===== config.mk =====
export PLATFORM = sky130hd
export DESIGN_NAME = cam_main_timer
export DESIGN_NICKNAME = d
export VERILOG_FILES = /design/src/logic/cam_pkg.sv /design/src/logic/cam_tick_if.sv /design/src/logic/cam_main_timer.sv /design/src/logic/cam_timebase.sv
export SDC_FILE = /design/constraint.sdc
export NUM_CORES = 1
export LEC_CHECK = 0
export BUFFER_PORTS_ARGS = -buffer_cell sky130_fd_sc_hd__buf_2
export CELL_PAD_IN_SITES_DETAIL_PLACEMENT = 0
export CELL_PAD_IN_SITES_GLOBAL_PLACEMENT = 1
export CORE_ASPECT_RATIO = 1.2
export CORE_MARGIN = 2
export CORE_UTILIZATION = 40
export DETAILED_ROUTE_END_ITERATION = 16
export GPL_TIMING_DRIVEN = 0
export HOLD_SLACK_MARGIN = 0.06
export PLACE_DENSITY = 0.87
export RECOVER_POWER = 50
export SYNTH_ARGS = -nofsm -noshare
export SYNTH_HDL_FRONTEND = slang
export SYNTH_HIERARCHICAL = 1
export SYNTH_SLANG_ARGS = --single-unit

===== constraint.sdc =====
create_clock -name i_clock -period 2.1 [get_ports i_clock]
set_input_delay 0.42 -clock i_clock [delete_from_list [all_inputs] [get_ports i_clock]]
set_output_delay 0.42 -clock i_clock [all_outputs]
set_load 0.05 [all_outputs]

===== src/logic/cam_pkg.sv =====
/*
 * Shared constants for the counter array main timer: register offsets,
 * field positions, reset values, timebase select codes and divider counts.
 * Assumes an 8-bit special function register port with 8-bit offsets.
 */
package cam_pkg;

   // Register offsets on the special function register port.
   localparam logic [7:0] CAM_OFS_LOW  = 8'h00;
   localparam logic [7:0] CAM_OFS_HIGH = 8'h01;
   localparam logic [7:0] CAM_OFS_MODE = 8'h02;
   localparam logic [7:0] CAM_OFS_CTRL = 8'h03;

   // Field positions in the mode register.
   localparam int CAM_MODE_IDLE_BIT  = 7;
   localparam int CAM_MODE_SEL_LSB   = 1;
   localparam int CAM_MODE_IRQEN_BIT = 0;

   // Field positions in the control register.
   localparam int CAM_CTRL_OVF_BIT = 7;
   localparam int CAM_CTRL_RUN_BIT = 6;

   // Values after reset, and the count value that wraps to zero.
   localparam logic [7:0]  CAM_MODE_RST  = 8'h00;
   localparam logic [15:0] CAM_COUNT_RST = 16'h0000;
   localparam logic [15:0] CAM_COUNT_MAX = 16'hffff;

   // Timebase select codes.
   localparam logic [2:0] CAM_SEL_DIV12  = 3'h0;
   localparam logic [2:0] CAM_SEL_DIV4   = 3'h1;
   localparam logic [2:0] CAM_SEL_T0OVF  = 3'h2;
   localparam logic [2:0] CAM_SEL_EXTIN  = 3'h3;
   localparam logic [2:0] CAM_SEL_SYSCLK = 3'h4;
   localparam logic [2:0] CAM_SEL_OSC8   = 3'h5;

   // Divider counts in system clock cycles or oscillator edges.
   localparam int CAM_SYS_DIV12 = 12;
   localparam int CAM_SYS_DIV4  = 4;
   localparam int CAM_OSC_DIV   = 8;
   localparam logic [3:0] CAM_PRE_LAST  = 4'(CAM_SYS_DIV12 - 1);
   localparam logic [1:0] CAM_DIV4_LAST = 2'(CAM_SYS_DIV4 - 1);
   localparam logic [2:0] CAM_OSC_LAST  = 3'(CAM_OSC_DIV - 1);

endpackage : cam_pkg


===== src/logic/cam_tick_if.sv =====
/*
 * Carries the timebase select code to the tick generator and the tick back.
 * Assumes both ends run on the same system clock.
 */
`timescale 1ns/1ps
interface cam_tick_if;
   logic [2:0] sel;
   logic       tick;
   modport src (input sel, output tick);
   modport snk (output sel, input tick);
endinterface : cam_tick_if


===== src/logic/cam_main_timer.sv =====
/*
 * Counter array main timer: 16-bit up-counter with selectable timebase,
 * coherent two-byte read through a snapshot, overflow flag and interrupt
 * request, idle suspend, and the lost-overflow quirk on control-register
 * read-modify-write.
 * Assumes a synchronous special function register port: one-cycle read and
 * write strobes, read data valid the cycle after the read strobe, and a
 * level from the CPU marking the execution phase of a read-modify-write
 * aimed at the control register.
 */
`timescale 1ns/1ps

// Contract
// - The count is one 16-bit up-counter seen by software as a low and a high byte.
// - Reading the low byte latches the high byte so the next high read is coherent.
// - Reading either byte never disturbs counting.
// - The select field picks system clock by 12, by 4, timer 0 overflow or system clock.
// - Select 011 counts falling edges of the external input, at most a quarter clock rate.
// - Select 101 counts the external oscillator divided by 8 after synchronisation.
// - Wrapping from all ones to zero sets the overflow flag.
// - The interrupt request follows the overflow flag only while its enable is set.
// - Entering the service routine does not clear the flag; software clears it.
// - With the idle control clear the counter keeps running during CPU idle.
// - A wrap during a control-register read-modify-write does not set the flag.
// - Software may set the flag, which then acts like a hardware-set flag.
// - The 16-bit count is supplied to the six capture/compare modules.
module cam_main_timer
   import cam_pkg::*;
(
   input  wire logic        i_clock,
   input  wire logic        i_reset,
   input  wire logic [7:0]  i_sfr_addr,
   input  wire logic        i_sfr_wr,
   input  wire logic        i_sfr_rd,
   input  wire logic [7:0]  i_sfr_wdata,
   input  wire logic        i_rmw_ctrl_exec,
   input  wire logic        i_cpu_idle,
   input  wire logic        i_t0_ovf,
   input  wire logic        i_ext_count_in,
   input  wire logic        i_ext_osc,
   output logic      [7:0]  o_sfr_rdata,
   output logic      [15:0] o_count,
   output logic             o_irq
);

   typedef struct packed {
      logic [15:0] count;
      logic [7:0]  snap;
      logic [7:0]  mode;
      logic        ovf;
      logic        run;
      logic [7:0]  rdata;
      logic        irq;
   } cam_state_s;

   cam_state_s st_reg;
   cam_state_s st_next;

   cam_tick_if tk ();

   cam_timebase u_timebase (
      .i_clock        (i_clock),
      .i_reset        (i_reset),
      .i_t0_ovf       (i_t0_ovf),
      .i_ext_count_in (i_ext_count_in),
      .i_ext_osc      (i_ext_osc),
      .tk             (tk)
   );

   function automatic logic hit(input logic [7:0] addr, input logic [7:0] ofs);
      hit = (addr == ofs);
   endfunction : hit

   logic rd_low;
   logic rd_high;
   logic wr_low;
   logic wr_high;
   logic wr_mode;
   logic wr_ctrl;
   logic idle_hold;
   logic advance;
   logic wrap;

   assign tk.sel = st_reg.mode[CAM_MODE_SEL_LSB +: 3];

   always_comb begin
      st_next   = st_reg;
      rd_low    = i_sfr_rd & hit(i_sfr_addr, CAM_OFS_LOW);
      rd_high   = i_sfr_rd & hit(i_sfr_addr, CAM_OFS_HIGH);
      wr_low    = i_sfr_wr & hit(i_sfr_addr, CAM_OFS_LOW);
      wr_high   = i_sfr_wr & hit(i_sfr_addr, CAM_OFS_HIGH);
      wr_mode   = i_sfr_wr & hit(i_sfr_addr, CAM_OFS_MODE);
      wr_ctrl   = i_sfr_wr & hit(i_sfr_addr, CAM_OFS_CTRL);

      // Idle only stalls the count when software asked for it.
      idle_hold = st_reg.mode[CAM_MODE_IDLE_BIT] & i_cpu_idle;
      advance   = st_reg.run & tk.tick & ~idle_hold;
      wrap      = advance & (st_reg.count == CAM_COUNT_MAX);

      // Reads play no part here, so counting is never disturbed by them.
      if (advance) begin
         st_next.count = st_reg.count + 16'h0001;
      end
      // A software write to a count byte wins over a tick in the same cycle.
      if (wr_low) begin
         st_next.count[7:0] = i_sfr_wdata;
      end
      if (wr_high) begin
         st_next.count[15:8] = i_sfr_wdata;
      end

      if (wr_mode) begin
         st_next.mode = i_sfr_wdata;
      end

      // The flag only ever falls through a software write.
      if (wr_ctrl) begin
         st_next.ovf = i_sfr_wdata[CAM_CTRL_OVF_BIT];
         st_next.run = i_sfr_wdata[CAM_CTRL_RUN_BIT];
      end
      // A wrap beats a clearing write, except during a control-register
      // read-modify-write, where the write-back drops the hardware set.
      if (wrap && !i_rmw_ctrl_exec) begin
         st_next.ovf = 1'b1;
      end else if (wrap && i_rmw_ctrl_exec && !wr_ctrl) begin
         st_next.ovf = st_reg.ovf;
      end

      st_next.irq = st_next.ovf & st_next.mode[CAM_MODE_IRQEN_BIT];

      // Read data stands one cycle after the strobe; unmapped reads give zero.
      st_next.rdata = 8'h00;
      if (rd_low) begin
         st_next.rdata = st_reg.count[7:0];
         st_next.snap  = st_reg.count[15:8];
      end else if (rd_high) begin
         st_next.rdata = st_reg.snap;
      end else if (i_sfr_rd && hit(i_sfr_addr, CAM_OFS_MODE)) begin
         st_next.rdata = st_reg.mode;
      end else if (i_sfr_rd && hit(i_sfr_addr, CAM_OFS_CTRL)) begin
         st_next.rdata = 8'h00;
         st_next.rdata[CAM_CTRL_OVF_BIT] = st_reg.ovf;
         st_next.rdata[CAM_CTRL_RUN_BIT] = st_reg.run;
      end
   end

   always_ff @(posedge i_clock) begin
      if (i_reset) begin
         st_reg       <= '0;
         st_reg.count <= CAM_COUNT_RST;
         st_reg.mode  <= CAM_MODE_RST;
      end else begin
         st_reg <= st_next;
      end
   end

   assign o_sfr_rdata = st_reg.rdata;
   // One shared count bus feeds all six capture/compare modules.
   assign o_count     = st_reg.count;
   // Recognition by the CPU also needs its own global and array enables.
   assign o_irq       = st_reg.irq;
endmodule : cam_main_timer


===== src/logic/cam_timebase.sv =====
/*
 * Timebase tick generator: turns the selected count source into one-cycle
 * ticks in the system clock domain.
 * Assumes the timer 0 overflow and external count input are synchronous to
 * i_clock; the external oscillator is not and is synchronised here.
 */
`timescale 1ns/1ps
module cam_timebase
   import cam_pkg::*;
(
   input  wire logic i_clock,
   input  wire logic i_reset,
   input  wire logic i_t0_ovf,
   input  wire logic i_ext_count_in,
   input  wire logic i_ext_osc,
   cam_tick_if.src   tk
);

   typedef struct packed {
      logic [3:0] pre;
      logic       ext_q;
      logic       ext_prev;
      logic       osc_s1;
      logic       osc_s2;
      logic       osc_q;
      logic [2:0] osc_div;
      logic       tick;
   } cam_tb_state_s;

   cam_tb_state_s st_reg;
   cam_tb_state_s st_next;
   logic          osc_rise;

   always_comb begin
      st_next          = st_reg;
      st_next.pre      = (st_reg.pre == CAM_PRE_LAST) ? 4'h0 : st_reg.pre + 4'h1;
      st_next.ext_q    = i_ext_count_in;
      st_next.ext_prev = st_reg.ext_q;
      // Two flops before anything looks at the oscillator level.
      st_next.osc_s1   = i_ext_osc;
      st_next.osc_s2   = st_reg.osc_s1;
      st_next.osc_q    = st_reg.osc_s2;
      osc_rise         = st_reg.osc_s2 & ~st_reg.osc_q;
      if (osc_rise) begin
         st_next.osc_div = st_reg.osc_div + 3'h1;
      end
      case (tk.sel)
         CAM_SEL_DIV12:  st_next.tick = (st_reg.pre == CAM_PRE_LAST);
         CAM_SEL_DIV4:   st_next.tick = (st_reg.pre[1:0] == CAM_DIV4_LAST);
         CAM_SEL_T0OVF:  st_next.tick = i_t0_ovf;
         CAM_SEL_EXTIN:  st_next.tick = st_reg.ext_prev & ~st_reg.ext_q;
         CAM_SEL_SYSCLK: st_next.tick = 1'b1;
         CAM_SEL_OSC8:   st_next.tick = osc_rise & (st_reg.osc_div == CAM_OSC_LAST);
         default:        st_next.tick = 1'b0;
      endcase
   end

   always_ff @(posedge i_clock) begin
      if (i_reset) begin
         st_reg <= '0;
      end else begin
         st_reg <= st_next;
      end
   end

   assign tk.tick = st_reg.tick;
endmodule : cam_timebase


Yosys cells after proc, flatten, opt, wreduce, memory -nomap -nowiden
Index checks and enable logic that the tools add are counted.
Storage, ports and cells
  register bits after elaboration: 56
  output and inout bits: 25
  word-level logic and storage cells: 73
  bits of input ports: 25
Operators by class
  bitwise operators: 17
  reductions and logical operators: 12
  add/sub/neg operators: 3
  multiplexer cells: 12
  equality and inequality tests: 12
Operator list (number)
  8-bit 2-to-1 mux: 6
  16-bit by 1-bit adder with 16-bit output (second input constant): 1
  16-bit == test (second input constant): 1
  8-bit by 2-bit == test with 1-bit output (second input constant): 2
  16-bit 2-to-1 mux: 1
  1-bit bitwise AND: 14
  3-bit == test (second input constant): 3
  8-bit by 1-bit == test with 1-bit output (second input constant): 1
  8-bit zero test: 1
  3-bit by 2-bit == test with 1-bit output (second input constant): 2
  1-bit case mux with 6 select lines: 1
  1-bit logical AND: 5
  4-bit by 1-bit adder with 4-bit output (second input constant): 1
  4-bit == test (second input constant): 1
  2-bit nonzero test: 2
  3-bit by 1-bit adder with 3-bit output (second input constant): 1
  3-bit by 1-bit == test with 1-bit output (second input constant): 1
  3-bit zero test: 1
  1-bit 2-to-1 mux: 3
  1-bit inverter: 3
  2-bit == test (second input constant): 1
  1-bit zero test: 2
  2-bit 2-to-1 mux: 1
  2-bit OR reduction: 1

Logic depth before layout (Yosys ltp)
Gate-level depths: netlist of run 1.
  depth in word-level cells: 9
  mapped depth: 7
  depth with buffers taken out: 5

Cells and area by module
Netlist of run 1, hierarchy kept.
By module, submodules not included
  cam_main_timer: times used 1, area an instance 2232.1 sq um, sequential area each 860.8 sq um, cells an instance 243
  cam_timebase: times used 1, area an instance 508.0 sq um, sequential area each 260.2 sq um, cells an instance 47

Least setup slack after synthesis of run 1
OpenSTA, ideal clock, no wires.
  path type: input to register
  start point: input i_sfr_addr[5]
  end point: register st_reg, in the netlist o_irq
  setup time: 130 ps
  cell stages on the path: 6
  path buffers: 1
  setup slack: 487 ps
  arrival: 1483 ps
  data required time: 1970 ps
  path through: nor4_4 -> nand3_1 -> or2_1 -> buf_4 -> mux2i_1 -> nor3_1
On the way
  longest elaborated chain between the ends: 7
  elaborated cells on any way between the ends: 11
  those cells by class: 2 x eq/ne; 4 x mux; 3 x bitwise; 2 x reduce/logical
Ends and longest elaborated chain
  from (decl): line cam_main_timer.sv:32  | input wire logic [7:0] i_sfr_addr,
  8-bit by 2-bit == test with 1-bit output: line cam_main_timer.sv:71  | hit = (addr == ofs);
  1-bit bitwise AND: line cam_main_timer.sv:93  | wr_ctrl = i_sfr_wr & hit(i_sfr_addr, CAM_OFS_CTRL);
  1-bit zero test: line cam_main_timer.sv:125  | end else if (wrap && i_rmw_ctrl_exec && !wr_ctrl) begin
  1-bit logical AND: line cam_main_timer.sv:125
  1-bit 2-to-1 mux: line cam_main_timer.sv:125
  1-bit 2-to-1 mux: line cam_main_timer.sv:123  | if (wrap && !i_rmw_ctrl_exec) begin
  1-bit bitwise AND (*): line cam_main_timer.sv:129  | st_next.irq = st_next.ovf & st_next.mode[CAM_MODE_IRQEN_BIT];
  to (signal assigned): line cam_main_timer.sv:153  | st_reg <= st_next;
  to (decl): line cam_main_timer.sv:56  | cam_state_s st_reg;
Mark *: on every way between the ends. The rest lies on a longest branch, timed or not.
A chain may end at the register's enable or synchronous reset.

Final worst setup path of run 1
Same ends and word-level chain as after synthesis.

==> impl_results.md, run 1 <==
- Crit Path Class: input pin to flop
- Leakage: about 0.0014 uW
- Final Skew: about 6.8 ps
- Number of hold violations in the final report: 0
- Hold_buf cts: 0
- Fin crit share: roughly 87%
- CTS Buffer Depth: 2
- Internal Power: 1590 uW
- Largest net degree at the start of global routing: 17
- Crit. End Element: flop
- Req. time, crit path: about 2300 ps
- Drt pass-1 iters: 4
- Tmin final: approximately 1800 ps
- Synth top cells by count: 56 x dfxtp_1, 56 x nor2_1, 26 x buf_4, 22 x mux2i_1, 14 x a211oi_1
- Vias per cell: 4.98
- Hold WC Path Type: input pin to flop
- Vias in the first global route: 2,050
- DR DRC count: 0
- Final nets: approximately 370
- Ys async rst share: 0%
- TNS Setup: 0 ps
- Chip Height: 94.7 um
- CP Max Fanout: 8
- Net Count, Synth: 319
- Reg2Reg Setup Slack: about 290 ps
- Synth top area cells: dfxtp_1 41%, mux2i_1 8.0%, nor2_1 7.7%
- Post-synth EDFFs: 0
- Drt initial violations: roughly 120
- All-Layer GR Usage: between 10% and 20%
- Multi-input gate area: 1360 um2
- Place WS: between 50 and 60 ps
- FF+latch area: approximately 1100 um2
- Seq/Total Area, Yosys: between 40% and 50%
- Flops & latches, synth: 56
- Max_slew headroom: between 50 and 60%
- Slowest CP cell: nor4_4
- Achievable Freq: roughly 550 MHz
- Clk root buf: clkbuf_8
- Clock Sinks: 56
- Slew at the pin closest to its max-slew limit: around 660 ps
- Core area: between 6000 and 7000 um2
- Post-Syn Area: around 2700 um2
- Antenna diode count: 0
- Setup ws final: around 270 ps
- Die X: 79.6 um
- Clock network fraction of total power: approximately 41%
- Synthesis warning total: 6
- Post-Route WL: 6.41 mm
- Synth unique cells: 46
- First-pass GRT wire length: 10.2 mm
- CP dominant cell by count: clkbuf_1
- Peak VDD IR: between 0.5 and 0.6 mV
- Global route overflow: 0
- Buf/Inv on CP: 2
- Final core utilization: between 40 and 50%
- Switching share of power: roughly a fifth
- WL per Instance: around 15 um
- Reg power frac: between 50% and 60%
- Share of cells above drive strength 1: between 20 and 25%
- Routability Congestion: approximately 0.8
- DRT antenna net count: 0
- Min Hold Slack: approximately 320 ps
- Htree depth: 2
- Top-area cell type share of the netlist area: between 40% and 50%
- Outcome: finished, final reports clean
- Startpoint types: input pin
- CTS Buf Count: 5
- Prevailing post-synth register cell: dfxtp_1
- Initial Util: about two fifths
- Max Cap Viol: 0
- PostCTS Resize Cnt: 0
- Row cnt: 33
- Delay-heaviest family, CP: simple AND/OR/NAND/NOR gates
- Slowest stage delay, CP: ~370 ps
- Clock-pin slew on the worst setup and hold paths: about 100 ps
- Buffers on Ports: 48
- DP HPWL: roughly 4.8 mm
- P_sw: between 400 and 500 uW
- Mapped Cells: 290
- Die ar.: 7530 um2
- Crit. path cell count: 7
- Reg2reg path depth: 5
- Avg Synthesized Cell Area: 9.45 um2
- Initial antenna violation count: 0
- Unrepaired setup endpoints after global routing: false
- CTS tree: done
- Max reg flops: 18
- Pins Over Slew Limit: 0
- Power density over cell area: 627 nW/um2
- Yosys top cell by area: dfxtp_1
- Logic pwr share: around 5.3%
- Fin area: about 3200 um2
- Critical path arrival: slightly above 2000 ps
- Vias: 2,150
- Fillers: 662
- Final setup fails: 0
- Postcts setup bufs: 0
- Ports: 50
- Clock latency on the worst-skew pair: about 310 ps
- Layout Area Growth over Synthesis: 16.3%
- CP Cell Sequence: clkbuf_1, nor4_4, nand3_1, or2_1, clkbuf_1, mux2i_1, nor3_1
- Hold depth: 2
- Post-placement cell area: around 3100 um2
[cell families after synthesis]
| family | share of synthesized area, % |
|---|---|
| buffers and inverters | 9.31 |
| DFF | 40.9 |
| xor gates and xnor gates | 5.11 |
| AOI/OAI and AO/OA | 9.18 |
| muxes | 8.45 |
| and+or+nand+nor | 25.2 |
| adders and majority gates | 1.83 |
[final timing paths]
check	startpoint	end
worst max register to register	o_count[0]$_SDFFE_PP0P_	o_irq$_SDFF_PP0_
worst min register to register	u_timebase/st_next[5]$_SDFF_PP0_	u_timebase/st_next[4]$_SDFF_PP0_
worst min-delay path	i_ext_count_in	u_timebase/st_next[7]$_SDFF_PP0_
worst max-delay path	i_sfr_addr[5]	o_irq$_SDFF_PP0_
[power by group through the flow]
stage	Clock, uW	Sequential [uW]	Combinational (uW)
final	811	1080	106
after global routing	878	1080	117
after CTS	826	1080	107
after detailed placement	0	1110	106
after global placement	0	1100	104
after floorplan	0	1100	57.1
[cells in the final DEF, fill, tap and decap left out, drive strengths merged, types with 9 or more instances in the layout]
| cell | n |
|---|---|
| nor2 | 56 |
| nor2b | 11 |
| clkbuf | 33 |
| nand2 | 9 |
| buf | 57 |
| mux2i | 22 |
| a211oi | 16 |
| xnor2 | 12 |
| a2111oi | 10 |
| dfxtp | 56 |
[layer usage]
| metal | GRT usage [%] | vias to the layer above | share of wire (%) |
|---|---|---|---|
| li1 | - | 1092 | - |
| met1 | 21.9 | 983 | 44 |
| met2 | 30.2 | 61 | 48 |
| met3 | 3.92 | 14 | 5.1 |
| met4 | 6.90 | 0 | 2.9 |
| met5 | 0 | - | 0 |
[metrics by stage]
stage	total power (uW)	std cells
6_report	2000	432
5_1_grt	2080	432
4_1_cts	2010	432
3_5_place_dp	1210	425
3_3_place_gp	1210	425
2_1_floorplan	1160	290
[final cells by class]
type	instances	area share, %
Clock inverter	2	1.88
Clock buffer	5	2.16
Tap cell	87	3.42
Timing Repair Buffer	48	6.79
Sequential cell	56	35.2
Inverter	2	0.236
Multi-Input combinational cell	195	42.7
Buffer	37	7.66
Power figures use the tool's default switching activity.
==> run 2: changes to the inputs <==
CORE_MARGIN = 1.5   (was 2)
PLACE_DENSITY = not set   (was 0.87)
PLACE_DENSITY_LB_ADDON = 0.1   (was not set)
SYNTH_HIERARCHICAL = not set   (was 1)
==> impl_results.md, run 2 <==
- Unrepaired setup endpoints after global routing: false (unchanged)
- Vias per cell: 4.81 (was 4.98)
- Clock-pin slew on the worst setup and hold paths: 90 ps (was 100 ps)
- Switching share of power: 23.2% (was 20.6%)
- TNS Setup: 0 ps (unchanged)
- Internal Power: 1340 uW (was 1590 uW)
- Hold WC Path Type: input pin to flop (unchanged)
- Initial antenna violation count: 0 (unchanged)
- Final setup fails: 0 (unchanged)
- Die ar.: 7240 um2 (was 7530 um2)
- Final Skew: 7.32 ps (was 6.78 ps)
- Synth top cells by count: 56 x dfxtp_1, 46 x nor2_1, 26 x buf_4, 22 x nand2_1, 16 x a211oi_1 (was 56 x dfxtp_1, 56 x nor2_1, 26 x buf_4, 22 x mux2i_1, 14 x a211oi_1)
- Vias: 2,105 (was 2,150)
- Max Cap Viol: 0 (unchanged)
- Post-Route WL: 6.17 mm (was 6.41 mm)
- Reg2Reg Setup Slack: 340 ps (was 290 ps)
- Final nets: 382 (was 374)
- Min Hold Slack: 321 ps (about the same)
- Ys async rst share: 0% (unchanged)
- Max_slew headroom: 54.5% (was 55.7%)
- Synth unique cells: 37 (was 46)
- Leakage: 0.00130 uW (was 0.00141 uW)
- Postcts setup bufs: 0 (unchanged)
- Logic pwr share: 6.0% (was 5.3%)
- Share of cells above drive strength 1: 21.5% (was 23.2%)
- Peak VDD IR: 0.337 mV (was 0.501 mV)
- Number of hold violations in the final report: 0 (unchanged)
- Htree depth: 2 (unchanged)
- Clk root buf: clkbuf_8 (unchanged)
- Chip Height: 92.9 um (was 94.7 um)
- Drt initial violations: 57 (was 122)
- Global route overflow: 0 (unchanged)
- DP HPWL: 4.76 mm (was 4.77 mm)
- DRT antenna net count: 0 (unchanged)
- Achievable Freq: 568 MHz (was 546 MHz)
- Hold endpoint: u_timebase.st_next[7]$_SDFF_PP0_ (was u_timebase/st_next[7]$_SDFF_PP0_)
- Reg2reg end: o_count[14]$_SDFFE_PP0P_ (was o_irq$_SDFF_PP0_)
- Seq/Total Area, Yosys: 41.6% (was 40.9%)
- Ports: 50 (unchanged)
- Synth top area cells: dfxtp_1 42%, buf_4 7.2%, nor2_1 6.4% (was dfxtp_1 41%, mux2i_1 8.0%, nor2_1 7.7%)
- Reg2reg path depth: 6 (was 5)
- Place WS: 141 ps (was 58.1 ps)
- Post-Syn Area: 2690 um2 (was 2740 um2)
- Power density over cell area: 567 nW/um2 (was 627 nW/um2)
- Largest net degree at the start of global routing: 17 (unchanged)
- Hold_buf cts: 0 (unchanged)
- DR DRC count: 0 (unchanged)
- Startpoint types: flop (was input pin)
- P_sw: 406 uW (was 412 uW)
- Max reg flops: 18 (unchanged)
- Avg Synthesized Cell Area: 9.07 um2 (was 9.45 um2)
- Top-area cell type share of the netlist area: 41.6% (was 40.9%)
- Initial Util: 41.5% (was 40.7%)
- WL per Instance: 14.1 um (was 14.8 um)
- CP Max Fanout: 7 (was 8)
- Critical path arrival: 1980 ps (was 2040 ps)
- CTS Buffer Depth: 2 (unchanged)
- Die X: 77.9 um (was 79.6 um)
- Most common cell after layout, fill and taps aside: dfxtp_1
- Crit Path Class: flop to flop (was input pin to flop)
- Flops & latches, synth: 56 (unchanged)
- Clock Sinks: 56 (unchanged)
- Synthesis warning total: 0 (was 6)
- FF-to-FF Start: o_count[0]$_SDFFE_PP0P_ (unchanged)
- Routability Congestion: 0.776 (was 0.799)
- Core area: 6490 um2 (was 6730 um2)
- Buf/Inv on CP: 1 (was 2)
- CP Cell Sequence: ha_1, and3_1, clkbuf_1, nand3_1, xor2_1, a211oi_1 (was clkbuf_1, nor4_4, nand3_1, or2_1, clkbuf_1, mux2i_1, nor3_1)
- PostCTS Resize Cnt: 0 (unchanged)
- Row cnt: 32 (was 33)
- Most numerous cell in the Yosys netlist: dfxtp_1
- Req. time, crit path: 2320 ps (was 2310 ps)
- Layout Area Growth over Synthesis: 14.5% (was 16.3%)
- Outcome: finished, final reports clean (unchanged)
- Delay-heaviest family, CP: flip-flops (was simple AND/OR/NAND/NOR gates)
- Yosys top cell by area: dfxtp_1 (unchanged)
- Hold depth: 2 (unchanged)
- Commonest non-fill, non-tap cells in the layout: 56 x dfxtp_1, 46 x nor2_1, 33 x buf_2 (was 56 x nor2_1, 56 x dfxtp_1, 31 x buf_2)
- CTS tree: done (unchanged)
- CTS Buf Count: 5 (unchanged)
- Slew at the pin closest to its max-slew limit: 683 ps (was 664 ps)
- Pins Over Slew Limit: 0 (unchanged)
- Hold path start: i_ext_count_in (unchanged)
- Clock latency on the worst-skew pair: 300 ps (was 310 ps)
- Buffers on Ports: 49 (was 48)
- Clock network fraction of total power: 32.2% (was 40.6%)
- First-pass GRT wire length: 10.2 mm (about the same)
- Reg power frac: 61.7% (was 54.1%)
- Antenna diode count: 0 (unchanged)
- Fin crit share: 83.8% (was 87.2%)
- Tmin final: 1760 ps (was 1830 ps)
- Prevailing post-synth register cell: dfxtp_1 (unchanged)
- Slowest CP cell: dfxtp_1 (was nor4_4)
- Mapped Cells: 297 (was 290)
- Slowest stage delay, CP: 470 ps (was 370 ps)
- Setup ws final: 340 ps (was 268 ps)
- Net Count, Synth: 326 (was 319)
- Post-synth EDFFs: 0 (unchanged)
- All-Layer GR Usage: 18.2% (was 17.8%)
- Vias in the first global route: 2,035 (was 2,050)
- Crit. End Element: flop (unchanged)
- Drt pass-1 iters: 4 (unchanged)
==> run 2: area by class of cell <==
type,count,area (um2)
clock inverters,2,12.5
repair buffers,49,223
fillers,690,3400
multi-input cells,200,1300
clock buffers,5,68.8
inverters,1,3.75
well taps,85,106
flip-flops and latches,56,1120
plain buffers,40,248
==> run 2: per-layer routing <==
| metal | vias to the layer above | track usage [%] | part of all wire (%) | wire [um] |
|---|---|---|---|---|
| met1 | 956 | 22.2 | 46 | 2810 |
| met5 | - | 0 | 0 | 0 |
| met2 | 37 | 32.0 | 50 | 3070 |
| li1 | 1104 | - | - | - |
| met4 | 0 | 5.80 | 1.8 | 109 |
| met3 | 8 | 3.25 | 2.8 | 172 |
==> run 2: worst reg2reg max path, stage by stage (launching register included) <==
cell	delay, ps
dfxtp_1	470
ha_1	180
and3_1	140
clkbuf_1	300
nand3_1	190
xor2_1	180
a211oi_1	220
==> run 2: cells by family after synthesis <==
| group | Yosys count | synth area share [%] |
|---|---|---|
| simple gates | 124 | 23.5 |
| fa+ha+maj | 4 | 1.86 |
| xor+xnor | 17 | 5.53 |
| compound gates | 40 | 12.4 |
| flops | 56 | 41.6 |
| buf+inv | 41 | 9.57 |
| mux | 15 | 5.57 |
==> run 2: how the worst max path moves through the flow <==
stage / depth (start not counted) / slack [ps] / startpoint / end
global route: 7 / 210 / i_sfr_addr[3] / o_irq$_SDFF_PP0_
global placement: 7 / 170 / i_sfr_addr[3] / o_count[14]$_SDFFE_PP0P_
detailed placement: 7 / 140 / i_sfr_addr[3] / o_count[15]$_SDFFE_PP0P_
CTS: 6 / 330 / o_count[0]$_SDFFE_PP0P_ / o_count[14]$_SDFFE_PP0P_
finish: 6 / 340 / o_count[0]$_SDFFE_PP0P_ / o_count[14]$_SDFFE_PP0P_
floorplan: 6 / 490 / i_sfr_addr[3] / o_irq$_SDFF_PP0_
==> run 2: power by group through the flow <==
stage          Sequential [uW]  Clock [uW]  Combinational (uW)
3_5_place_dp              1100           0                 110
5_1_grt                   1080         630                 119
3_3_place_gp              1100           0                 107
4_1_cts                   1080         583                 110
6_report                  1080         563                 106
2_1_floorplan             1100           0                60.4
==> run 2: metrics by stage <==
stage               instances  power, uW  util, %  area (um2)
CTS                       438       1770     48.2        3130
global route              438       1830     47.6        3080
floorplan                 297       1160        -        2690
detailed placement        431       1210     47.0        3050
finish                    438       1750     47.6        3080
global placement          431       1210     47.0        3050
==> run 3: changes to the inputs <==
CORE_UTILIZATION = 37   (was 40)
clock period = 1.55 ns   (was 2.1 ns; I/O delays follow)
==> impl_results.md, run 3 (synthesized netlist as in run 2, its figures left out) <==
- Fillers: 708 (was 690)
- CTS Buf Count: 5 (unchanged)
- Initial Util: 38.8% (was 41.5%)
- Startpoint types: flop (unchanged)
- FF+latch area: 1140 um2 (was 1120 um2)
- Max reg flops: 18 (unchanged)
- Outcome: finished, final reports clean (unchanged)
- Reg2reg end: o_count[10]$_SDFFE_PP0P_ (was o_count[14]$_SDFFE_PP0P_)
- Critical path arrival: 1710 ps (was 1980 ps)
- Ports: 50 (unchanged)
- Achievable Freq: 669 MHz (was 568 MHz)
- Setup ws final: 55.4 ps (was 340 ps)
- Routability Congestion: 0.783 (was 0.776)
- DR DRC count: 0 (unchanged)
- Max Cap Viol: 0 (unchanged)
- Post-Route WL: 6.62 mm (was 6.17 mm)
- Clock-pin slew on the worst setup and hold paths: 110 ps (was 90 ps)
- Layout Area Growth over Synthesis: 21.4% (was 14.5%)
- Reg2reg path depth: 6 (unchanged)
- Final Skew: 14.5 ps (was 7.32 ps)
- Crit Path Class: flop to flop (unchanged)
- Slowest CP cell: dfxtp_4 (was dfxtp_1)
- Place WS: -261 ps (was 141 ps)
- Multi-input gate area: 1350 um2 (was 1300 um2)
- Drt initial violations: 131 (was 57)
- DRT antenna net count: 0 (unchanged)
- Buf/Inv on CP: 1 (unchanged)
- Initial antenna violation count: 0 (unchanged)
- Reg2Reg Setup Slack: 60 ps (was 340 ps)
- Fin crit share: 96.4% (was 83.8%)
- Final nets: 388 (was 382)
- FF-to-FF Start: o_count[4]$_SDFFE_PP0P_ (was o_count[0]$_SDFFE_PP0P_)
- Commonest non-fill, non-tap cells in the layout: 46 x nor2_1, 45 x dfxtp_1, 39 x buf_2 (was 56 x dfxtp_1, 46 x nor2_1, 33 x buf_2)
- Antenna diode count: 0 (unchanged)
- Pins Over Slew Limit: 0 (unchanged)
- Hold WC Path Type: input pin to flop (unchanged)
- Final setup fails: 0 (unchanged)
- Leakage: 0.00144 uW (was 0.00130 uW)
- CTS Buffer Depth: 2 (unchanged)
- Max_slew headroom: 54.8% (was 54.5%)
- WL per Instance: 14.8 um (was 14.1 um)
- Die ar.: 7800 um2 (was 7240 um2)
- Clk root buf: clkbuf_8 (unchanged)
- Clock latency on the worst-skew pair: 310 ps (was 300 ps)
- Share of cells above drive strength 1: 34.2% (was 21.5%)
- First-pass GRT wire length: 10.5 mm (was 10.2 mm)
- Drt pass-1 iters: 4 (unchanged)
- Row cnt: 33 (was 32)
- Htree depth: 2 (unchanged)
- Chip Height: 96.5 um (was 92.9 um)
- Global route overflow: 0 (unchanged)
- CP Cell Sequence: and4_4, and3_1, buf_6, nand4_1, xor2_1, a211oi_1 (was ha_1, and3_1, clkbuf_1, nand3_1, xor2_1, a211oi_1)
- DP HPWL: 4.93 mm (was 4.76 mm)
- Number of hold violations in the final report: 0 (unchanged)
- Req. time, crit path: 1770 ps (was 2320 ps)
- Die X: 80.9 um (was 77.9 um)
- All-Layer GR Usage: 18.2% (about the same)
- Vias per cell: 4.96 (was 4.81)
- Tmin final: 1490 ps (was 1760 ps)
- Vias: 2,218 (was 2,105)
- Buffers on Ports: 49 (unchanged)
- Crit. path cell count: 6 (unchanged)
- Vias in the first global route: 2,012 (was 2,035)
- Delay-heaviest family, CP: simple AND/OR/NAND/NOR gates (was flip-flops)
- Slew at the pin closest to its max-slew limit: 678 ps (was 683 ps)
- Power density over cell area: 782 nW/um2 (was 567 nW/um2)
- Crit. End Element: flop (unchanged)
- Clock Sinks: 56 (unchanged)
- Core area: 6940 um2 (was 6490 um2)
- Largest net degree at the start of global routing: 17 (unchanged)
- TNS Setup: 0 ps (unchanged)
- CP Launch Point: o_count[4]$_SDFFE_PP0P_ (was o_count[0]$_SDFFE_PP0P_)
- Slowest stage delay, CP: 380 ps (was 470 ps)
- Peak VDD IR: 0.671 mV (was 0.337 mV)
- Most common cell after layout, fill and taps aside: nor2_1 (was dfxtp_1)
- Worst setup path endpoint: o_count[10]$_SDFFE_PP0P_ (was o_count[14]$_SDFFE_PP0P_)
- CTS tree: done (unchanged)
- CP Max Fanout: 8 (was 7)
## run 3: changes by cell type in the layout (fill, tap and decap cells not counted), moves of 3 or more
cell	delta
buf_2	+6
buf_4	+9
clkbuf_1	-20
clkbuf_2	+10
dfxtp_1	-11
dfxtp_2	+8
dfxtp_4	+3
## run 3: per-stage QoR
step           instances  util (%)  total power, uW  hold WS (ps)  cell area [um2]
6_report             447      47.2             2560           211             3270
5_1_grt              447      47.2             2660           199             3270
4_1_cts              444      46.2             2590           198             3210
3_5_place_dp         433      43.9             1640           431             3050
3_3_place_gp         433      43.9             1640           418             3050
2_1_floorplan        297         -             1580           414             2690
## run 3: worst min path at each step
stage,startpoint,end,slack [ps],cells past startpoint
finish,i_ext_count_in,u_timebase.st_next[7]$_SDFF_PP0_,210,2
floorplan,u_timebase.st_next[5]$_SDFF_PP0_,u_timebase.st_next[4]$_SDFF_PP0_,410,1
global route,i_ext_osc,u_timebase.st_next[5]$_SDFF_PP0_,200,2
global placement,u_timebase.st_next[5]$_SDFF_PP0_,u_timebase.st_next[4]$_SDFF_PP0_,420,1
CTS,i_ext_count_in,u_timebase.st_next[7]$_SDFF_PP0_,200,2
detailed placement,u_timebase.st_next[5]$_SDFF_PP0_,u_timebase.st_next[4]$_SDFF_PP0_,430,1
## run 3: report_power, final
group / total [uW] / switching, uW / internal, uW
combinational: 148 / 88.5 / 59.8
sequential: 1460 / 9.07 / 1450
clock: 951 / 470 / 481
total: 2560 / 567 / 1990
## run 3: cell type report
| class | instances | share of cell area (%) |
|---|---|---|
| Buffer | 39 | 8.00 |
| Multi-Input combinational cell | 200 | 41.3 |
| Tap cell | 87 | 3.33 |
| Clock buffer | 6 | 2.22 |
| Sequential cell | 56 | 34.9 |
| Timing Repair Buffer | 56 | 9.07 |
| Inverter | 1 | 0.115 |
| Clock inverter | 2 | 1.07 |
## run 3: worst reg2reg max path: stages (launching register included)
cell	delay [ps]
dfxtp_4	380
and4_4	240
and3_1	180
buf_6	130
nand4_1	120
xor2_1	170
a211oi_1	190
## run 3: repair_timing
action	CTS	global route
pin swaps	0	8
hold buffers	0	0
endpoints found under the hold margin	0	0
setup buffers	4	3
setup endpoints to repair	12	17
cloned	0	0
gates resized for setup	12	17
## run 3: metal layers
metal | global-route usage [%] | share of wire (%) | vias up
met1 | 22.3 | 45 | 1055
met2 | 33.0 | 51 | 44
met5 | 0 | 0 | -
met3 | 3.10 | 3.9 | 2
li1 | - | - | 1117
met4 | 4.31 | 0.48 | 0
